$ cat src/design/intc_pkg.sv
package intc_pkg;

  // ==================================================================
  // Register offsets
  localparam logic [7:0] OFS_TIMER_CTRL  = 8'h88;  // timer_ctrl_and_pin_requests
  localparam logic [7:0] OFS_EXT_FLAGS   = 8'h91;  // extended_request_flags
  localparam logic [7:0] OFS_PIN0_EN     = 8'h96;  // pin_group0_enables
  localparam logic [7:0] OFS_PIN0_FLAGS  = 8'h97;  // pin_group0_edge_flags
  localparam logic [7:0] OFS_PIN1_EN     = 8'hAE;  // pin_group1_enables
  localparam logic [7:0] OFS_PIN1_FLAGS  = 8'hAF;  // pin_group1_edge_flags
  localparam logic [7:0] OFS_BASIC_PRIO  = 8'hB8;  // basic_priority_levels
  localparam logic [7:0] OFS_EXT_PRIO    = 8'hF8;  // extended_priority_levels

  // ==================================================================
  // Reset value, shared by every register of the block
  localparam logic [7:0] REG_RESET       = 8'h00;

  // ==================================================================
  // Field positions in the timer control register
  localparam int TC_TIMER1_OVF  = 7;
  localparam int TC_TIMER1_RUN  = 6;
  localparam int TC_TIMER0_OVF  = 5;
  localparam int TC_TIMER0_RUN  = 4;
  localparam int TC_PIN1_REQ    = 3;
  localparam int TC_PIN0_REQ    = 1;
  // I2C master flag position in the extended flag register
  localparam int EF_I2C_MASTER  = 0;

  // ==================================================================
  // Source indices, also the natural order (lower index wins a tie)
  localparam int          NUM_SRC     = 15;
  localparam logic [3:0]  SRC_PIN0    = 4'h0;
  localparam logic [3:0]  SRC_TIMER0  = 4'h1;
  localparam logic [3:0]  SRC_PIN1    = 4'h2;
  localparam logic [3:0]  SRC_TIMER1  = 4'h3;

  // Pin group widths
  localparam int PIN0_W = 4;
  localparam int PIN1_W = 6;

  // ==================================================================
  // Source flags from the on-chip external peripherals
  typedef struct packed {
    logic [2:0] rtc;          // Second, alarm, quarter-second
    logic [3:0] serial_cec;   // SPI, two I2C slaves, CEC
    logic [5:0] pca;          // One per PCA channel
    logic [1:0] adc_pwm;      // ADC done, PWM
    logic [3:0] comparator;   // Comparators A to D
    logic [1:0] low_voltage;  // Two detectors
  } periph_flags_type;

  // Whole state of the controller
  typedef struct packed {
    logic [PIN0_W-1:0] pin0_prev;    // Last sampled pin levels
    logic [PIN1_W-1:0] pin1_prev;
    logic [PIN0_W-1:0] pin0_flags;   // Latched edges
    logic [PIN1_W-1:0] pin1_flags;
    logic [PIN0_W-1:0] pin0_en;
    logic [PIN1_W-1:0] pin1_en;
    logic              pin0_req;     // Group request bits
    logic              pin1_req;
    logic              tmr0_ovf;
    logic              tmr1_ovf;
    logic              tmr0_run;
    logic              tmr1_run;
    logic              i2cm_flag;
    logic [6:0]        basic_prio;
    logic [7:0]        ext_prio;
    logic [7:0]        rdata;
    logic              irq_valid;
    logic              irq_high;
    logic [3:0]        irq_src;
  } state_type;

endpackage : intc_pkg

$ cat src/design/intc_core.sv
`timescale 1ns/10ps

// How it works
// - Basic priority: seven bits, bit 7 unused.
// - Extended priority: eight peripheral priority bits.
// - Peripheral flag bits read-only, writes ignored.
// - I2C master flag sticky until software clears.
// - Peripheral flag equals OR of sources.
// - Uncleared source keeps the request asserted.
// - Timer 2 and watchdog flags live in peripherals.
// - Timer overflow flags cleared on vector entry.
// - Group request bits reflect flags, writes ignored.
// - Group 0 enables: four bits.
// - Group 0 flag set on edge, sticky.
// - Group 1 enables: six bits, 7-6 unused.
// - Group 1 flag set on edge, sticky.
// - Edges latched per pin, ORed per group.
// - Edge polarity chosen by outside configuration.
// - Group OR latched into request, drives CPU.
// - Uncleared pin flag keeps group request active.
// - Priority bit one means high level.
// - Enabled requests sampled every rising clock edge.
// - High level first; natural order breaks ties.
module intc_core (
  // Clock and reset
  input  wire logic                     i_clk,
  input  wire logic                     i_sys_rst,
  // Register port
  input  wire logic [7:0]               i_addr,
  input  wire logic [7:0]               i_wdata,
  input  wire logic                     i_wr,
  input  wire logic                     i_rd,
  output logic      [7:0]               o_rdata,
  // Peripheral sources
  input  intc_pkg::periph_flags_type    i_periph_flags,
  input  wire logic                     i_i2c_master_event,
  input  wire logic                     i_timer0_overflow,
  input  wire logic                     i_timer1_overflow,
  input  wire logic                     i_timer2_flag,
  input  wire logic                     i_watchdog_flag,
  input  wire logic                     i_uart0_request,
  input  wire logic                     i_uart2_request,
  // Expanded pins and their edge choice (1 = rising)
  input  wire logic [3:0]               i_pin_group0,
  input  wire logic [5:0]               i_pin_group1,
  input  wire logic [3:0]               i_pin_edge_config0,
  input  wire logic [5:0]               i_pin_edge_config1,
  // CPU core side
  input  wire logic [14:0]              i_source_enables,
  input  wire logic                     i_vector_ack,
  input  wire logic [3:0]               i_vector_source,
  output logic                          o_irq_valid,
  output logic                          o_irq_high,
  output logic [3:0]                    o_irq_source,
  output logic                          o_timer0_run,
  output logic                          o_timer1_run
);

  // ==================================================================
  // Helpers

  // Edge seen on each pin: a change that lands on the chosen level
  function automatic logic [5:0] edge_hits(input logic [5:0] cur,
                                           input logic [5:0] prev,
                                           input logic [5:0] cfg);
    edge_hits = (cur ^ prev) & ~(cur ^ cfg);
  endfunction : edge_hits

  // Lowest set index wins, which is the natural order
  function automatic logic [3:0] first_set(input logic [14:0] v);
    first_set = 4'h0;
    for (int i = intc_pkg::NUM_SRC - 1; i >= 0; i--) begin
      if (v[i]) begin
        first_set = 4'(i);
      end
    end
  endfunction : first_set

  // ==================================================================
  // State
  intc_pkg::state_type st_ff;      // Registered state
  intc_pkg::state_type nxt_st;     // Next state

  // Combinational views
  logic [7:0]  ext_flags;          // Extended flag register image
  logic [7:0]  timer_ctrl;         // Timer control register image
  logic [14:0] pending;            // Enabled requests
  logic [14:0] prio_level;         // One bit per source
  logic [14:0] high_pend;          // Pending at the high level
  logic [5:0]  edge0;              // Group 0 edges, upper bits padding
  logic [5:0]  edge1;              // Group 1 edges
  logic        wr_hit_tc;          // Write decodes
  logic        wr_hit_ef;
  logic        wr_hit_f0;
  logic        wr_hit_f1;

  // ==================================================================
  // Register images and request vector
  always_comb begin
    // Each peripheral request is the live OR of its own flags
    ext_flags = {|i_periph_flags.rtc,
                 |i_periph_flags.serial_cec,
                 |i_periph_flags.pca,
                 1'b0,
                 |i_periph_flags.adc_pwm,
                 |i_periph_flags.comparator,
                 |i_periph_flags.low_voltage,
                 st_ff.i2cm_flag};
    timer_ctrl = {st_ff.tmr1_ovf, st_ff.tmr1_run, st_ff.tmr0_ovf, st_ff.tmr0_run,
                  st_ff.pin1_req, 1'b0, st_ff.pin0_req, 1'b0};
    // Timer 2 and watchdog flags are held and cleared in their peripherals
    pending = {ext_flags[7:5], i_watchdog_flag, ext_flags[3:0],
               i_uart2_request, i_timer2_flag, i_uart0_request,
               st_ff.tmr1_ovf, st_ff.pin1_req, st_ff.tmr0_ovf,
               st_ff.pin0_req} & i_source_enables;
    // Source order matches the bit order of both priority registers
    prio_level = {st_ff.ext_prio, st_ff.basic_prio};
    high_pend  = pending & prio_level;
    edge0 = edge_hits({2'b00, i_pin_group0}, {2'b00, st_ff.pin0_prev},
                      {2'b00, i_pin_edge_config0});
    edge1 = edge_hits(i_pin_group1, st_ff.pin1_prev, i_pin_edge_config1);
    wr_hit_tc = i_wr && (i_addr == intc_pkg::OFS_TIMER_CTRL);
    wr_hit_ef = i_wr && (i_addr == intc_pkg::OFS_EXT_FLAGS);
    wr_hit_f0 = i_wr && (i_addr == intc_pkg::OFS_PIN0_FLAGS);
    wr_hit_f1 = i_wr && (i_addr == intc_pkg::OFS_PIN1_FLAGS);
  end

  // ==================================================================
  // Next state
  always_comb begin
    nxt_st = st_ff;

    // Pins are sampled every cycle for edge detection
    nxt_st.pin0_prev = i_pin_group0;
    nxt_st.pin1_prev = i_pin_group1;

    // Pin flags: software writes zero to clear, a new edge wins
    if (wr_hit_f0) begin
      nxt_st.pin0_flags = st_ff.pin0_flags & i_wdata[3:0];
    end
    if (wr_hit_f1) begin
      nxt_st.pin1_flags = st_ff.pin1_flags & i_wdata[5:0];
    end
    // Latching happens whatever the enable, so nothing is missed
    nxt_st.pin0_flags = nxt_st.pin0_flags | edge0[3:0];
    nxt_st.pin1_flags = nxt_st.pin1_flags | edge1;

    // Group requests follow the enabled flags one cycle later;
    // writes to these bits are dropped since they only mirror flags
    nxt_st.pin0_req = |(st_ff.pin0_flags & st_ff.pin0_en);
    nxt_st.pin1_req = |(st_ff.pin1_flags & st_ff.pin1_en);

    // Timer control: only the run bits take software writes
    if (wr_hit_tc) begin
      nxt_st.tmr1_run = i_wdata[intc_pkg::TC_TIMER1_RUN];
      nxt_st.tmr0_run = i_wdata[intc_pkg::TC_TIMER0_RUN];
    end
    // Overflow flags drop on vector entry; an overflow the same cycle wins
    if (i_vector_ack && (i_vector_source == intc_pkg::SRC_TIMER0)) begin
      nxt_st.tmr0_ovf = 1'b0;
    end
    if (i_vector_ack && (i_vector_source == intc_pkg::SRC_TIMER1)) begin
      nxt_st.tmr1_ovf = 1'b0;
    end
    if (i_timer0_overflow) begin
      nxt_st.tmr0_ovf = 1'b1;
    end
    if (i_timer1_overflow) begin
      nxt_st.tmr1_ovf = 1'b1;
    end

    // I2C master flag: only software clears it, never vectoring
    if (wr_hit_ef && !i_wdata[intc_pkg::EF_I2C_MASTER]) begin
      nxt_st.i2cm_flag = 1'b0;
    end
    if (i_i2c_master_event) begin
      nxt_st.i2cm_flag = 1'b1;
    end

    // Plain read/write registers; unused bits are not stored
    if (i_wr) begin
      case (i_addr)
        intc_pkg::OFS_PIN0_EN:    nxt_st.pin0_en    = i_wdata[3:0];
        intc_pkg::OFS_PIN1_EN:    nxt_st.pin1_en    = i_wdata[5:0];
        intc_pkg::OFS_BASIC_PRIO: nxt_st.basic_prio = i_wdata[6:0];
        intc_pkg::OFS_EXT_PRIO:   nxt_st.ext_prio   = i_wdata;
        default:                  nxt_st.rdata      = st_ff.rdata;
      endcase
    end

    // Read data stand the cycle after the strobe, zero otherwise
    nxt_st.rdata = 8'h00;
    if (i_rd) begin
      case (i_addr)
        intc_pkg::OFS_TIMER_CTRL: nxt_st.rdata = timer_ctrl;
        intc_pkg::OFS_EXT_FLAGS:  nxt_st.rdata = ext_flags;
        intc_pkg::OFS_PIN0_EN:    nxt_st.rdata = {4'h0, st_ff.pin0_en};
        intc_pkg::OFS_PIN0_FLAGS: nxt_st.rdata = {4'h0, st_ff.pin0_flags};
        intc_pkg::OFS_PIN1_EN:    nxt_st.rdata = {2'b00, st_ff.pin1_en};
        intc_pkg::OFS_PIN1_FLAGS: nxt_st.rdata = {2'b00, st_ff.pin1_flags};
        intc_pkg::OFS_BASIC_PRIO: nxt_st.rdata = {1'b0, st_ff.basic_prio};
        intc_pkg::OFS_EXT_PRIO:   nxt_st.rdata = st_ff.ext_prio;
        default:                  nxt_st.rdata = 8'h00;
      endcase
    end

    // Arbitration sampled every edge; high level beats natural order
    nxt_st.irq_valid = |pending;
    nxt_st.irq_high  = |high_pend;
    nxt_st.irq_src   = (|high_pend) ? first_set(high_pend)
                                    : first_set(pending);
  end

  // ==================================================================
  // State register, synchronous reset to all zero
  always_ff @(posedge i_clk) begin
    if (i_sys_rst) begin
      st_ff <= '0;
    end else begin
      st_ff <= nxt_st;
    end
  end

  // Outputs straight from the state register
  assign o_rdata      = st_ff.rdata;
  assign o_irq_valid  = st_ff.irq_valid;
  assign o_irq_high   = st_ff.irq_high;
  assign o_irq_source = st_ff.irq_src;
  assign o_timer0_run = st_ff.tmr0_run;
  assign o_timer1_run = st_ff.tmr1_run;
endmodule : intc_core

$ cat config.mk
export PLATFORM = sky130hd
export DESIGN_NAME = intc_core
export DESIGN_NICKNAME = d
export VERILOG_FILES = /design/src/design/intc_pkg.sv /design/src/design/intc_core.sv
export SDC_FILE = /design/constraint.sdc
export NUM_CORES = 1
export LEC_CHECK = 0
export ABC_CLOCK_PERIOD_IN_PS = 2400
export BUFFER_PORTS_ARGS = -buffer_cell sky130_fd_sc_hd__buf_4
export CORE_ASPECT_RATIO = 0.7
export CORE_MARGIN = 2
export CORE_UTILIZATION = 45
export DETAILED_ROUTE_END_ITERATION = 16
export PLACE_DENSITY = 0.71
export SYNTH_ARGS = -nofsm -noshare
export SYNTH_HDL_FRONTEND = slang
export SYNTH_SLANG_ARGS = --single-unit
$ cat constraint.sdc
create_clock -name i_clk -period 2.4 [get_ports i_clk]
set_clock_uncertainty 0.15 [all_clocks]
set_input_delay 0.24 -clock i_clk [delete_from_list [all_inputs] [get_ports i_clk]]
set_output_delay 0.24 -clock i_clk [all_outputs]
set_load 0.02 [all_outputs]
; ---- Word level (Yosys, flattened, before mapping)
; Cells that the tools add are included.
[totals]
regBits = 66
input_bits = 88
[op_classes]
eq_ne = 10
n_mux = 40
bitwise = 17
n_reduce_logical = 26
[op_table]
columns = operator, n
row1 = $mux W4, 32
row2 = $eq A8 B8 Y1 const B, 8
row3 = $pmux W8 S8, 1
row4 = $and A15 B15 Y15, 2
row5 = $reduce_or A15 Y1, 2
row6 = $and A6 B6 Y6, 3
row7 = $and A4 B4 Y4, 3
row8 = $reduce_or A4 Y1, 3
row9 = $reduce_or A6 Y1, 2
row10 = $xor A6 B6 Y6, 2
row11 = $reduce_and A2 Y1, 4
row12 = $xor A4 B4 Y4, 2
row13 = $logic_and A1 B1 Y1, 7
row14 = $mux W1, 6
row15 = $mux W6, 1
row16 = $not A6 Y6, 1
row17 = $or A6 B6 Y6, 1
row18 = $reduce_bool A2 Y1, 3
row19 = $reduce_or A2 Y1, 3
row20 = $eq A4 B1 Y1 const B, 1
row21 = $eq A4 B2 Y1 const B, 1
row22 = $not A4 Y4, 1
row23 = $or A4 B4 Y4, 1
row24 = $reduce_or A3 Y1, 1
row25 = 2 further kinds, 2

; ---- Logic depth before layout (Yosys ltp)
; Gate-level depths: netlist (run 1).
[logic_depth]
ltp_word = 19
depth_mapped = 7
ltp_nobuf = 5

; ---- Worst setup path after synthesis (run 1)
; Ideal clock, no wire load.
[synth_timing]
kind = input port to flip-flop
start = input port i_addr[1]
end = register st_ff (netlist bit prio_level[10])
setup_ns = 0.132
arrival_time_ns = 1.574
required_ns = 2.118
setup_slack_ns = 0.543
stages = 6
n_path_buf = 1
path_cell_list = or3_1 > buf_2 > nor4_4 > nand2_1 > nand2_1 > a21oi_1
[synth_between]
elab_chain_cells = 2
[synth_lines]
columns = item, line
row1 = start: declaration, intc_core.sv:29  ; input wire logic [7:0] i_addr,
row2 = $eq A8 B8 Y1, intc_core.sv:182  ; case (i_addr)
row3 = $reduce_and A2 Y1 (no source line), --
row4 = end signal: assignment, intc_core.sv:220  ; st_ff <= nxt_st;
row5 = end: declaration, intc_core.sv:81  ; intc_pkg::state_type st_ff;
; No other way between the ends.
; A chain may end at the register's enable or synchronous reset.

; ---- Worst setup path in the final report (run 1)
[layout_timing]
start = register st_ff (netlist bit prio_level[14])
end = register st_ff (netlist bit o_irq_source[3])
[layout_between]
elab_chain_cells = 17
[layout_lines]
columns = item, line
row1 = $and A15 B15 Y15 (*), intc_core.sv:118  ; high_pend = pending & prio_level;
row2 = $mux W4 (15 in a row), intc_core.sv:73  ; if (v[i]) begin
row3 = $mux W4 (*), intc_core.sv:210  ; nxt_st.irq_src = (|high_pend) ? first_set(high_pend)
; Mark *: on every way between the ends. The rest lies on a longest branch, timed or not.

==> impl_metrics.ini, run 1 <==
[power_and_ir_drop]
p_leak_nw = 1.86
clkPwrFrac_pct = 38.8
vdd_drop_max_v = 0.000330
internal_power_w = 0.00182
power.density_mw_per_mm2 = 535
p_comb_share_pct = 14.5
seq_power_share_pct = 46.6
p_sw_w = 0.000655
swShare_pct = 26.5

[layout]
nNetsFinal = 620
utilization_pct = 62.6
fillers = 631
antenna_cells = 0
multi_input_area_mm2 = 0.00196
area_growth_pct = 33.7
final_cells = 635
seqCellArea_mm2 = 0.00132
drive_gt1_share_pct = 27.9

[placement]
place_hpwl_um = 8340
dp_slack_ns = 0.151
gp_congestion = 0.937
dp_cells = 604
port_buffers = 103

[drt]
wl_per_cell_um = 17.4
drc_errors = 0
initialDrtViolationCount = 352
ant_nets = 0
firstDrtPassIters = 7
vias = 3645
totalWireLength_um = 11100
via_per_inst = 5.74

[yosys]
yosys-top-cells-count = 66 x dfxtp_1, 49 x a21oi_1, 48 x nand2_1
ys_async_sr_fraction_pct = 0
ys_seq_elements = 66
synth_area_leader_cell = dfxtp_1
synth_cells = 419
synth_area_per_cell_um2 = 8.25
yosys_warnings = 0
yosys.cell_count.top_type = dfxtp_1
synth_nets = 507
synth_edf_count = 0
synth_top_area_share_pct = 38.2
syn-cell-area_mm2 = 0.00346
ys.flop_type = dfxtp_1
synth-seq-area-share_pct = 38.2
synth_cell_types = 57
synthTopCellsByArea = dfxtp_1 38%, a21oi_1 7.1%, nand2_1 5.2%

[clocking]
cts_root_buf = clkbuf_8
cts_tree = yes
clk_path_buf_depth = 2
clkSlewWorstSetupHoldPaths_ns = 0.08
cts_made_buffers = 9
cts_sinks = 66
cts_max_level = 3
clock_latency_ns = 0.35

[hold_path]
min_from = i_wdata[5]
hp-class = input pin to register
min_delay_worst_endpoint = st_ff[41]$_SDFFE_PP0P_
worstHoldPathCells = 3

[global_route]
antenna_found_initial = 0
overflow = 0
grt_pass1_vias = 3502
grt_pass1_wl_um = 17700
track_usage_pct = 27.8
grt_max_degree = 61

[timing]
final.min_clock_period_ns = 1.89
setup_viol = 0
report.final.slew_viol_count = 0
period_share_pct = 78.7
tightest_slew_ns = 0.614
setup_ws_ns = 0.512
max_freq_mhz = 530
relSlewSlack_pct = 59.1
tns_ns = 0
rsz0062_at_grt = no
finalHoldViolCount = 0

[setup_path]
slowest_delay_ns = 0.47
cp-end-kind = register
worst_setup_path_start_kind = register
rrSetupSlack_ns = 0.51
cp_slowest_cell = nor3b_1
cp_max_fo = 4
rr_startpoint = prio_level[14]$_SDFFE_PP0P_
timing_worst_setup_path_type = register to register
rr_worst_depth = 5
crit_arrival_ns = 1.96
crit_required_ns = 2.47
worstReg2RegEnd = o_irq_source[3]$_SDFF_PP0_
worstPathCellList = o311ai_0, a21boi_0, nor3b_1, o31a_1, nor4_1

[floorplanning]
fp-row-count = 26
die_h_um = 77.3
core_mm2 = 0.00738
ios = 104
initial_core_util_pct = 46.8
dieArea_mm2 = 0.00841
die_w_um = 109

[outcome]
status = completed

[job]
maxCapViolCount = 0
## timing repair
| item | 4_1_cts | 5_1_grt |
|---|---|---|
| resized for setup | 0 | 0 |
| hold buffers | 15 | 0 |
| setup buffers | 0 | 0 |
| endpoints found under the hold margin | 15 | 0 |
## worst max-delay path, delay by kind of cell, from the launching register on
kind / cells / cell delay [ns]
compound gates: 3 / 0.73
simple gates: 2 / 0.51
flops: 1 / 0.34
## power groups by stage
stage | registers [W] | clock network (W) | logic, W
after CTS | 0.00115 | 0.000975 | 0.000356
after floorplan | 0.00117 | 0 | 0.000149
after global placement | 0.00118 | 0 | 0.000332
after detailed placement | 0.00118 | 0 | 0.000335
after global routing | 0.00116 | 0.00102 | 0.000396
final | 0.00115 | 0.000960 | 0.000360
## flip-flops by register name (all words and copies together), names as in the netlist
register / flops
o_irq_high: 1
o_rdata: 8
o_irq_valid: 1
ext_flags: 1
o_irq_source: 4
st_ff: 34
o_timer0_run: 1
o_timer1_run: 1
prio_level: 15
## cells in the final DEF, fill, tap and decap left out, drive strengths merged, types with 3 or more instances in the layout
| cell | Yosys | layout |
|---|---|---|
| mux2 | 6 | 6 |
| nand2 | 49 | 49 |
| a22oi | 11 | 11 |
| mux2i | 13 | 13 |
| nor2b | 10 | 10 |
| o211ai | 3 | 3 |
| and3 | 3 | 3 |
| a222oi | 9 | 9 |
| dlygate4sd3 | 0 | 15 |
| nor4 | 6 | 6 |
| nand3b | 3 | 3 |
| clkbuf | 8 | 10 |
| a31oi | 3 | 3 |
| nor2 | 42 | 42 |
| o21ai | 16 | 16 |
| a211oi | 5 | 5 |
| buf | 18 | 113 |
| nand3 | 32 | 32 |
| nand4 | 6 | 6 |
| nand2b | 7 | 7 |
| dfxtp | 66 | 66 |
| nor3 | 9 | 9 |
| a21oi | 49 | 49 |
| inv | 6 | 7 |
| or2 | 3 | 3 |
## worst max path at each step
| stage | start | to | slack, ns | cells past startpoint |
|---|---|---|---|---|
| finish | prio_level[14]$_SDFFE_PP0P_ | o_irq_source[3]$_SDFF_PP0_ | 0.51 | 5 |
| floorplan | i_addr[1] | prio_level[10]$_SDFFE_PP0P_ | 0.54 | 6 |
| global route | prio_level[14]$_SDFFE_PP0P_ | o_irq_source[0]$_SDFF_PP0_ | 0.37 | 5 |
| detailed placement | i_periph_flags[15] | o_irq_source[3]$_SDFF_PP0_ | 0.15 | 6 |
| global placement | i_periph_flags[15] | o_irq_source[3]$_SDFF_PP0_ | 0.17 | 6 |
| CTS | prio_level[14]$_SDFFE_PP0P_ | o_irq_source[3]$_SDFF_PP0_ | 0.54 | 5 |
## per-layer routing
layer	vias up	routed length, µm	GRT usage (%)	part of all wire, %
li1	1777	-	-	-
met5	-	0	0	0
met4	0	131	6.41	1.2
met1	1667	5110	40.2	46
met3	13	1180	9.61	11
met2	188	4640	39.4	42
## layout make-up
cell class	instances	area share, %
multi-input combinational	321	42.3
sequential	66	28.6
timing repair buffer	128	21.6
clock buffer	10	2.98
tap	98	2.65
clock inverter	6	1.38
inverter	6	0.487
## per-stage QoR
step	hold slack (ns)	power, W	instance area [µm²]
finish	0.0163	0.00247	4620
global route	0.0116	0.00258	4620
CTS	0.0116	0.00248	4620
detailed placement	0.303	0.00151	4270
global placement	0.296	0.00151	4270
floorplan	0.207	0.00132	3460
## cells by family after synthesis
logic type / count (synthesis) / share of synthesized area, %
AO/OA/AOI/OAI: 120 / 23.4
buffers and inverters: 32 / 5.18
flip-flops: 66 / 38.2
multiplexers: 19 / 5.72
AND/OR/NAND/NOR: 182 / 27.4
Power figures use the tool's default switching activity.
==> inputs of run 2 (changes only) <==
--- a/config.mk
+++ b/config.mk
@@ -5,7 +5,7 @@
 export SDC_FILE = /design/constraint.sdc
 export NUM_CORES = 1
 export LEC_CHECK = 0
-export ABC_CLOCK_PERIOD_IN_PS = 2400
+export ABC_CLOCK_PERIOD_IN_PS = 1950
 export BUFFER_PORTS_ARGS = -buffer_cell sky130_fd_sc_hd__buf_4
 export CORE_ASPECT_RATIO = 0.7
 export CORE_MARGIN = 2
==> constraint.sdc (replaced) <==
create_clock -name i_clk -period 1.95 [get_ports i_clk]
set_clock_uncertainty 0.15 [all_clocks]
set_input_delay 0.195 -clock i_clk [delete_from_list [all_inputs] [get_ports i_clk]]
set_output_delay 0.195 -clock i_clk [all_outputs]
set_load 0.02 [all_outputs]
==> impl_metrics.ini, run 2 (synthesized netlist as in run 1, its figures left out) <==
[outcome]
status = completed

[layout]
nNetsFinal = 657
most-common-layout-cells = 136 x buf_4, 66 x dfxtp_1, 49 x a21oi_1
antenna_cells = 0
final_common_cell = buf_4
fillers = 646
multi_input_area_mm2 = 0.00196
top_register = st_ff
largest_register_ffs = 34
drive_gt1_share_pct = 29.9
seqCellArea_mm2 = 0.00132
final_cells = 670
area_growth_pct = 41.6

[timing]
whs_ns = 0.0339
finalHoldViolCount = 0
tightest_slew_ns = 0.623
final.min_clock_period_ns = 1.86
setup_viol = 0
report.final.slew_viol_count = 0
rsz0062_at_grt = no
setup_ws_ns = 0.0863
max_freq_mhz = 537
relSlewSlack_pct = 58.4
period_share_pct = 95.6

[clocking]
cts_made_buffers = 9
cts_tree = yes
cts_max_level = 3
cts_root_buf = clkbuf_8
cts_setup_buffers = 0
cts_sinks = 66
clock_latency_ns = 0.36
clk_path_buf_depth = 2
clkSlewWorstSetupHoldPaths_ns = 0.07

[setup_path]
crit_required_ns = 2.09
cp-end-kind = register
critPathLaunch = prio_level[8]$_SDFFE_PP0P_
timing_worst_setup_path_type = register to register
worstPathCellList = o211ai_1, buf_4, o21ai_0, a2111oi_1, o31ai_1, a21oi_1
cp_slowest_cell = a2111oi_1
rr_startpoint = prio_level[8]$_SDFFE_PP0P_
critical_path_buf_inv_count = 1
worst_setup_path_start_kind = register
crit_arrival_ns = 2.00
crit_family = compound AO/OA/AOI/OAI gates
slowest_delay_ns = 0.62
cp_max_fo = 3

[floorplanning]
core_mm2 = 0.00738
die_h_um = 77.3
dieArea_mm2 = 0.00841
die_w_um = 109
fp-row-count = 26
initial_core_util_pct = 46.8
ios = 104

[drt]
vias = 3840
totalWireLength_um = 11500
ant_nets = 0
wl_per_cell_um = 17.1
via_per_inst = 5.73
initialDrtViolationCount = 401
firstDrtPassIters = 6
drc_errors = 0

[placement]
gp_congestion = 0.963
dp_slack_ns = -0.226
port_buffers = 103
place_hpwl_um = 8670
dp_cells = 627

[power_and_ir_drop]
power.density_mw_per_mm2 = 590
vdd_drop_max_v = 0.000448
p_leak_nw = 2.01

[job]
maxCapViolCount = 0

[global_route]
track_usage_pct = 28.4
grt_use_met2_pct = 41.1
grt_max_degree = 43
antenna_found_initial = 0
overflow = 0
grt-busiest-layer = met2
use_met1_pct = 40.4
grtUsageMet3_pct = 8.93
grt_pass1_wl_um = 18100
grt_pass1_vias = 3553

[hold_path]
hp-class = input pin to register
min_from = i_pin_edge_config1[0]
-- run 2: cell types whose count changed in the layout (fill, tap and decap cells not counted), sizes merged --
| cell | before | now |
|---|---|---|
| buf | 113 | 136 |
| bufinv | 1 | 0 |
| clkbuf | 10 | 9 |
| clkinv | 2 | 3 |
| dlygate4sd3 | 15 | 29 |
| inv | 7 | 6 |
-- run 2: path summary, 6_finish.rpt --
check,slack [ns],cells past startpoint,endpoint
setup reg to reg,0.09,6,o_irq_source[1]$_SDFF_PP0_
hold reg to reg,0.33,2,o_rdata[4]$_SDFF_PP0_
setup / recovery,0.09,6,o_irq_source[1]$_SDFF_PP0_
hold / removal,0.03,4,st_ff[46]$_SDFF_PP0_
-- run 2: what timing repair did --
action                                  CTS  global route
resized for setup                         0             1
endpoints found under the hold margin    47             0
endpoints found under the setup margin    0             1
hold buffers                             29             0
-- run 2: area by class of cell --
type                            instances  area share [%]
Clock buffer                            9            2.53
Clock inverter                          5           0.691
Tap cell                               98            2.51
Multi-Input combinational cell        321            40.0
Inverter                                6           0.460
Timing Repair Buffer                  165            26.8
Sequential cell                        66            27.0
-- run 2: per-layer routing --
layer | wire length (µm) | part of all wire [%] | up-vias
met5 | 0 | 0 | -
met2 | 5060 | 44 | 180
met1 | 5060 | 44 | 1804
met3 | 1190 | 10 | 14
met4 | 164 | 1.4 | 0
li1 | - | - | 1842
-- run 2: metrics by stage --
stage / total power (W) / cell area [µm²] / TNS (ns) / util, %
4_1_cts: 0.00291 / 4890 / 0 / 66.2
5_1_grt: 0.00301 / 4890 / 0 / 66.2
3_5_place_dp: 0.00188 / 4440 / -0.470 / 60.2
6_report: 0.00289 / 4890 / 0 / 66.2
2_1_floorplan: 0.00162 / 3460 / 0 / -
3_3_place_gp: 0.00187 / 4440 / -0.292 / 60.2
-- run 2: power breakdown --
part           internal (W)  leakage [nW]  switching, W  total (W)
Combinational      0.000260          1.40      0.000231   0.000491
Sequential          0.00139         0.539     0.0000296    0.00142
Clock              0.000443        0.0769      0.000536   0.000979
Total               0.00209          2.01      0.000796    0.00289
-- run 2: worst min-delay path, delay by kind of cell --
family | cells | cell delay [ns]
AOI/OAI and AO/OA | 2 | 0.19
and+or+nand+nor | 1 | 0.03
buffers and inverters | 1 | 0.08
==> inputs of run 3 (changes only) <==
--- a/config.mk
+++ b/config.mk
@@ -7,11 +7,13 @@
 export LEC_CHECK = 0
 export ABC_CLOCK_PERIOD_IN_PS = 1950
 export BUFFER_PORTS_ARGS = -buffer_cell sky130_fd_sc_hd__buf_4
+export CELL_PAD_IN_SITES_DETAIL_PLACEMENT = 1
+export CELL_PAD_IN_SITES_GLOBAL_PLACEMENT = 1
 export CORE_ASPECT_RATIO = 0.7
 export CORE_MARGIN = 2
-export CORE_UTILIZATION = 45
+export CORE_UTILIZATION = 37
 export DETAILED_ROUTE_END_ITERATION = 16
-export PLACE_DENSITY = 0.71
+export PLACE_DENSITY_LB_ADDON = 0.1
 export SYNTH_ARGS = -nofsm -noshare
 export SYNTH_HDL_FRONTEND = slang
 export SYNTH_SLANG_ARGS = --single-unit
==> impl_metrics.ini, run 3 (synthesized netlist as in run 1, its figures left out) <==
[power_and_ir_drop]
vdd_drop_max_v = 0.000376
p_leak_nw = 1.98
power.density_mw_per_mm2 = 716

[timing]
tightest_slew_ns = 0.547
setup_viol = 0
tns_ns = 0
period_share_pct = 93.5
rsz0062_at_grt = no
finalHoldViolCount = 0
max_freq_mhz = 549
report.final.slew_viol_count = 0
relSlewSlack_pct = 63.1
final.min_clock_period_ns = 1.82

[global_route]
overflow = 0
grt_pass1_wl_um = 20500
track_usage_pct = 26.3
grt_max_degree = 44
grt_pass1_vias = 3855
antenna_found_initial = 0

[placement]
place_hpwl_um = 9790
port_buffers = 103
dpl-instance-area_mm2 = 0.00444
gp_congestion = 0.949

[outcome]
status = completed

[setup_path]
crit_arrival_ns = 1.93
cp_max_fo = 4
cp_slowest_cell = a21boi_0
slowest_delay_ns = 0.37
timing_worst_setup_path_type = register to register
worstPathCellList = o311ai_0, a21boi_0, nor3b_1, buf_4, nand4_1, a21oi_1
crit_family = compound AO/OA/AOI/OAI gates
cp-end-kind = register
worst_setup_path_start_kind = register
crit_required_ns = 2.06
critical_path_buf_inv_count = 1

[layout]
antenna_cells = 0
final_area_mm2 = 0.00487
nNetsFinal = 637
most-common-layout-cells = 131 x buf_4, 66 x dfxtp_1, 49 x a21oi_1
fillers = 1100
largest_register_ffs = 34
area_growth_pct = 41.1
drive_gt1_share_pct = 30.3
seqCellArea_mm2 = 0.00132
top_register = st_ff
multi_input_area_mm2 = 0.00196
final_common_cell = buf_4

[drt]
ant_nets = 0
firstDrtPassIters = 6
wl_per_cell_um = 19.0
drc_errors = 0
initialDrtViolationCount = 295
vias = 3827
via_per_inst = 5.64
totalWireLength_um = 12900

[clocking]
cts_sinks = 66
clock_latency_ns = 0.34
cts_root_buf = clkbuf_16
cts_tree = yes
cts_max_level = 3
clk_path_buf_depth = 2
cts_made_buffers = 9
clkSlewWorstSetupHoldPaths_ns = 0.05

[floorplanning]
die_h_um = 84.9
core_mm2 = 0.00907
ios = 104
die_w_um = 120
dieArea_mm2 = 0.0101
fp-row-count = 29
initial_core_util_pct = 38.1

[job]
maxCapViolCount = 0

[hold_path]
hp-class = input pin to register
==> run 3: layer usage <==
| layer | up-vias | track usage [%] | routed length (µm) |
|---|---|---|---|
| met5 | - | 0 | 0 |
| met4 | 0 | 5.13 | 92 |
| met3 | 8 | 8.47 | 1150 |
| met2 | 136 | 41.5 | 5800 |
| met1 | 1881 | 35.8 | 5830 |
| li1 | 1802 | - | - |
==> run 3: report_power, final <==
| group | internal (W) | switching [W] | total [W] | leakage (nW) |
|---|---|---|---|---|
| clock network | 0.000983 | 0.000624 | 0.00161 | 0.133 |
| registers | 0.00139 | 0.0000324 | 0.00142 | 0.539 |
| logic | 0.000230 | 0.000231 | 0.000461 | 1.31 |
| total | 0.00260 | 0.000888 | 0.00349 | 1.98 |
==> run 3: per-stage QoR <==
stage / instances / power [W] / hold WS, ns / util (%) / worst slack, ns
2_1_floorplan: 419 / 0.00162 / 0.162 / - / 0.138
3_3_place_gp: 648 / 0.00186 / 0.251 / 48.9 / -0.0702
3_5_place_dp: 648 / 0.00188 / 0.260 / 48.9 / -0.0969
4_1_cts: 678 / 0.00352 / 0.00225 / 53.7 / 0.177
5_1_grt: 678 / 0.00364 / 0.0193 / 53.7 / 0.0305
6_report: 678 / 0.00349 / 0.0161 / 53.7 / 0.128
==> run 3: worst min-delay path, delay by kind of cell <==
family / cells / cell delay, ns
multiplexers: 1 / 0.07
AND/OR/NAND/NOR: 1 / 0.08
buffers and inverters: 1 / 0.12
==> run 3: layout make-up <==
class	instances	share of cell area, %
clock inverter	7	1.44
timing repair buffer	145	23.0
sequential	66	27.1
multi-input combinational	321	40.1
clock buffer	9	4.62
inverter	6	0.462
tap	124	3.18
==> run 3: worst paths after layout <==
| check | startpoint | end | cells past startpoint | slack, ns |
|---|---|---|---|---|
| max | prio_level[14]$_SDFFE_PP0P_ | o_irq_source[1]$_SDFF_PP0_ | 6 | 0.13 |
| min reg2reg | prio_level[9]$_SDFFE_PP0P_ | prio_level[9]$_SDFFE_PP0P_ | 2 | 0.33 |
| min | i_wdata[6] | o_timer1_run$_SDFFE_PP0P_ | 3 | 0.02 |
| max reg2reg | prio_level[14]$_SDFFE_PP0P_ | o_irq_source[1]$_SDFF_PP0_ | 6 | 0.13 |
==> run 3: timing repair <==
action	in CTS	in global routing
setup buffers	0	0
hold buffers	14	0
endpoints found under the setup margin	0	1
hold endpoints to repair	14	0
resized for setup	0	1
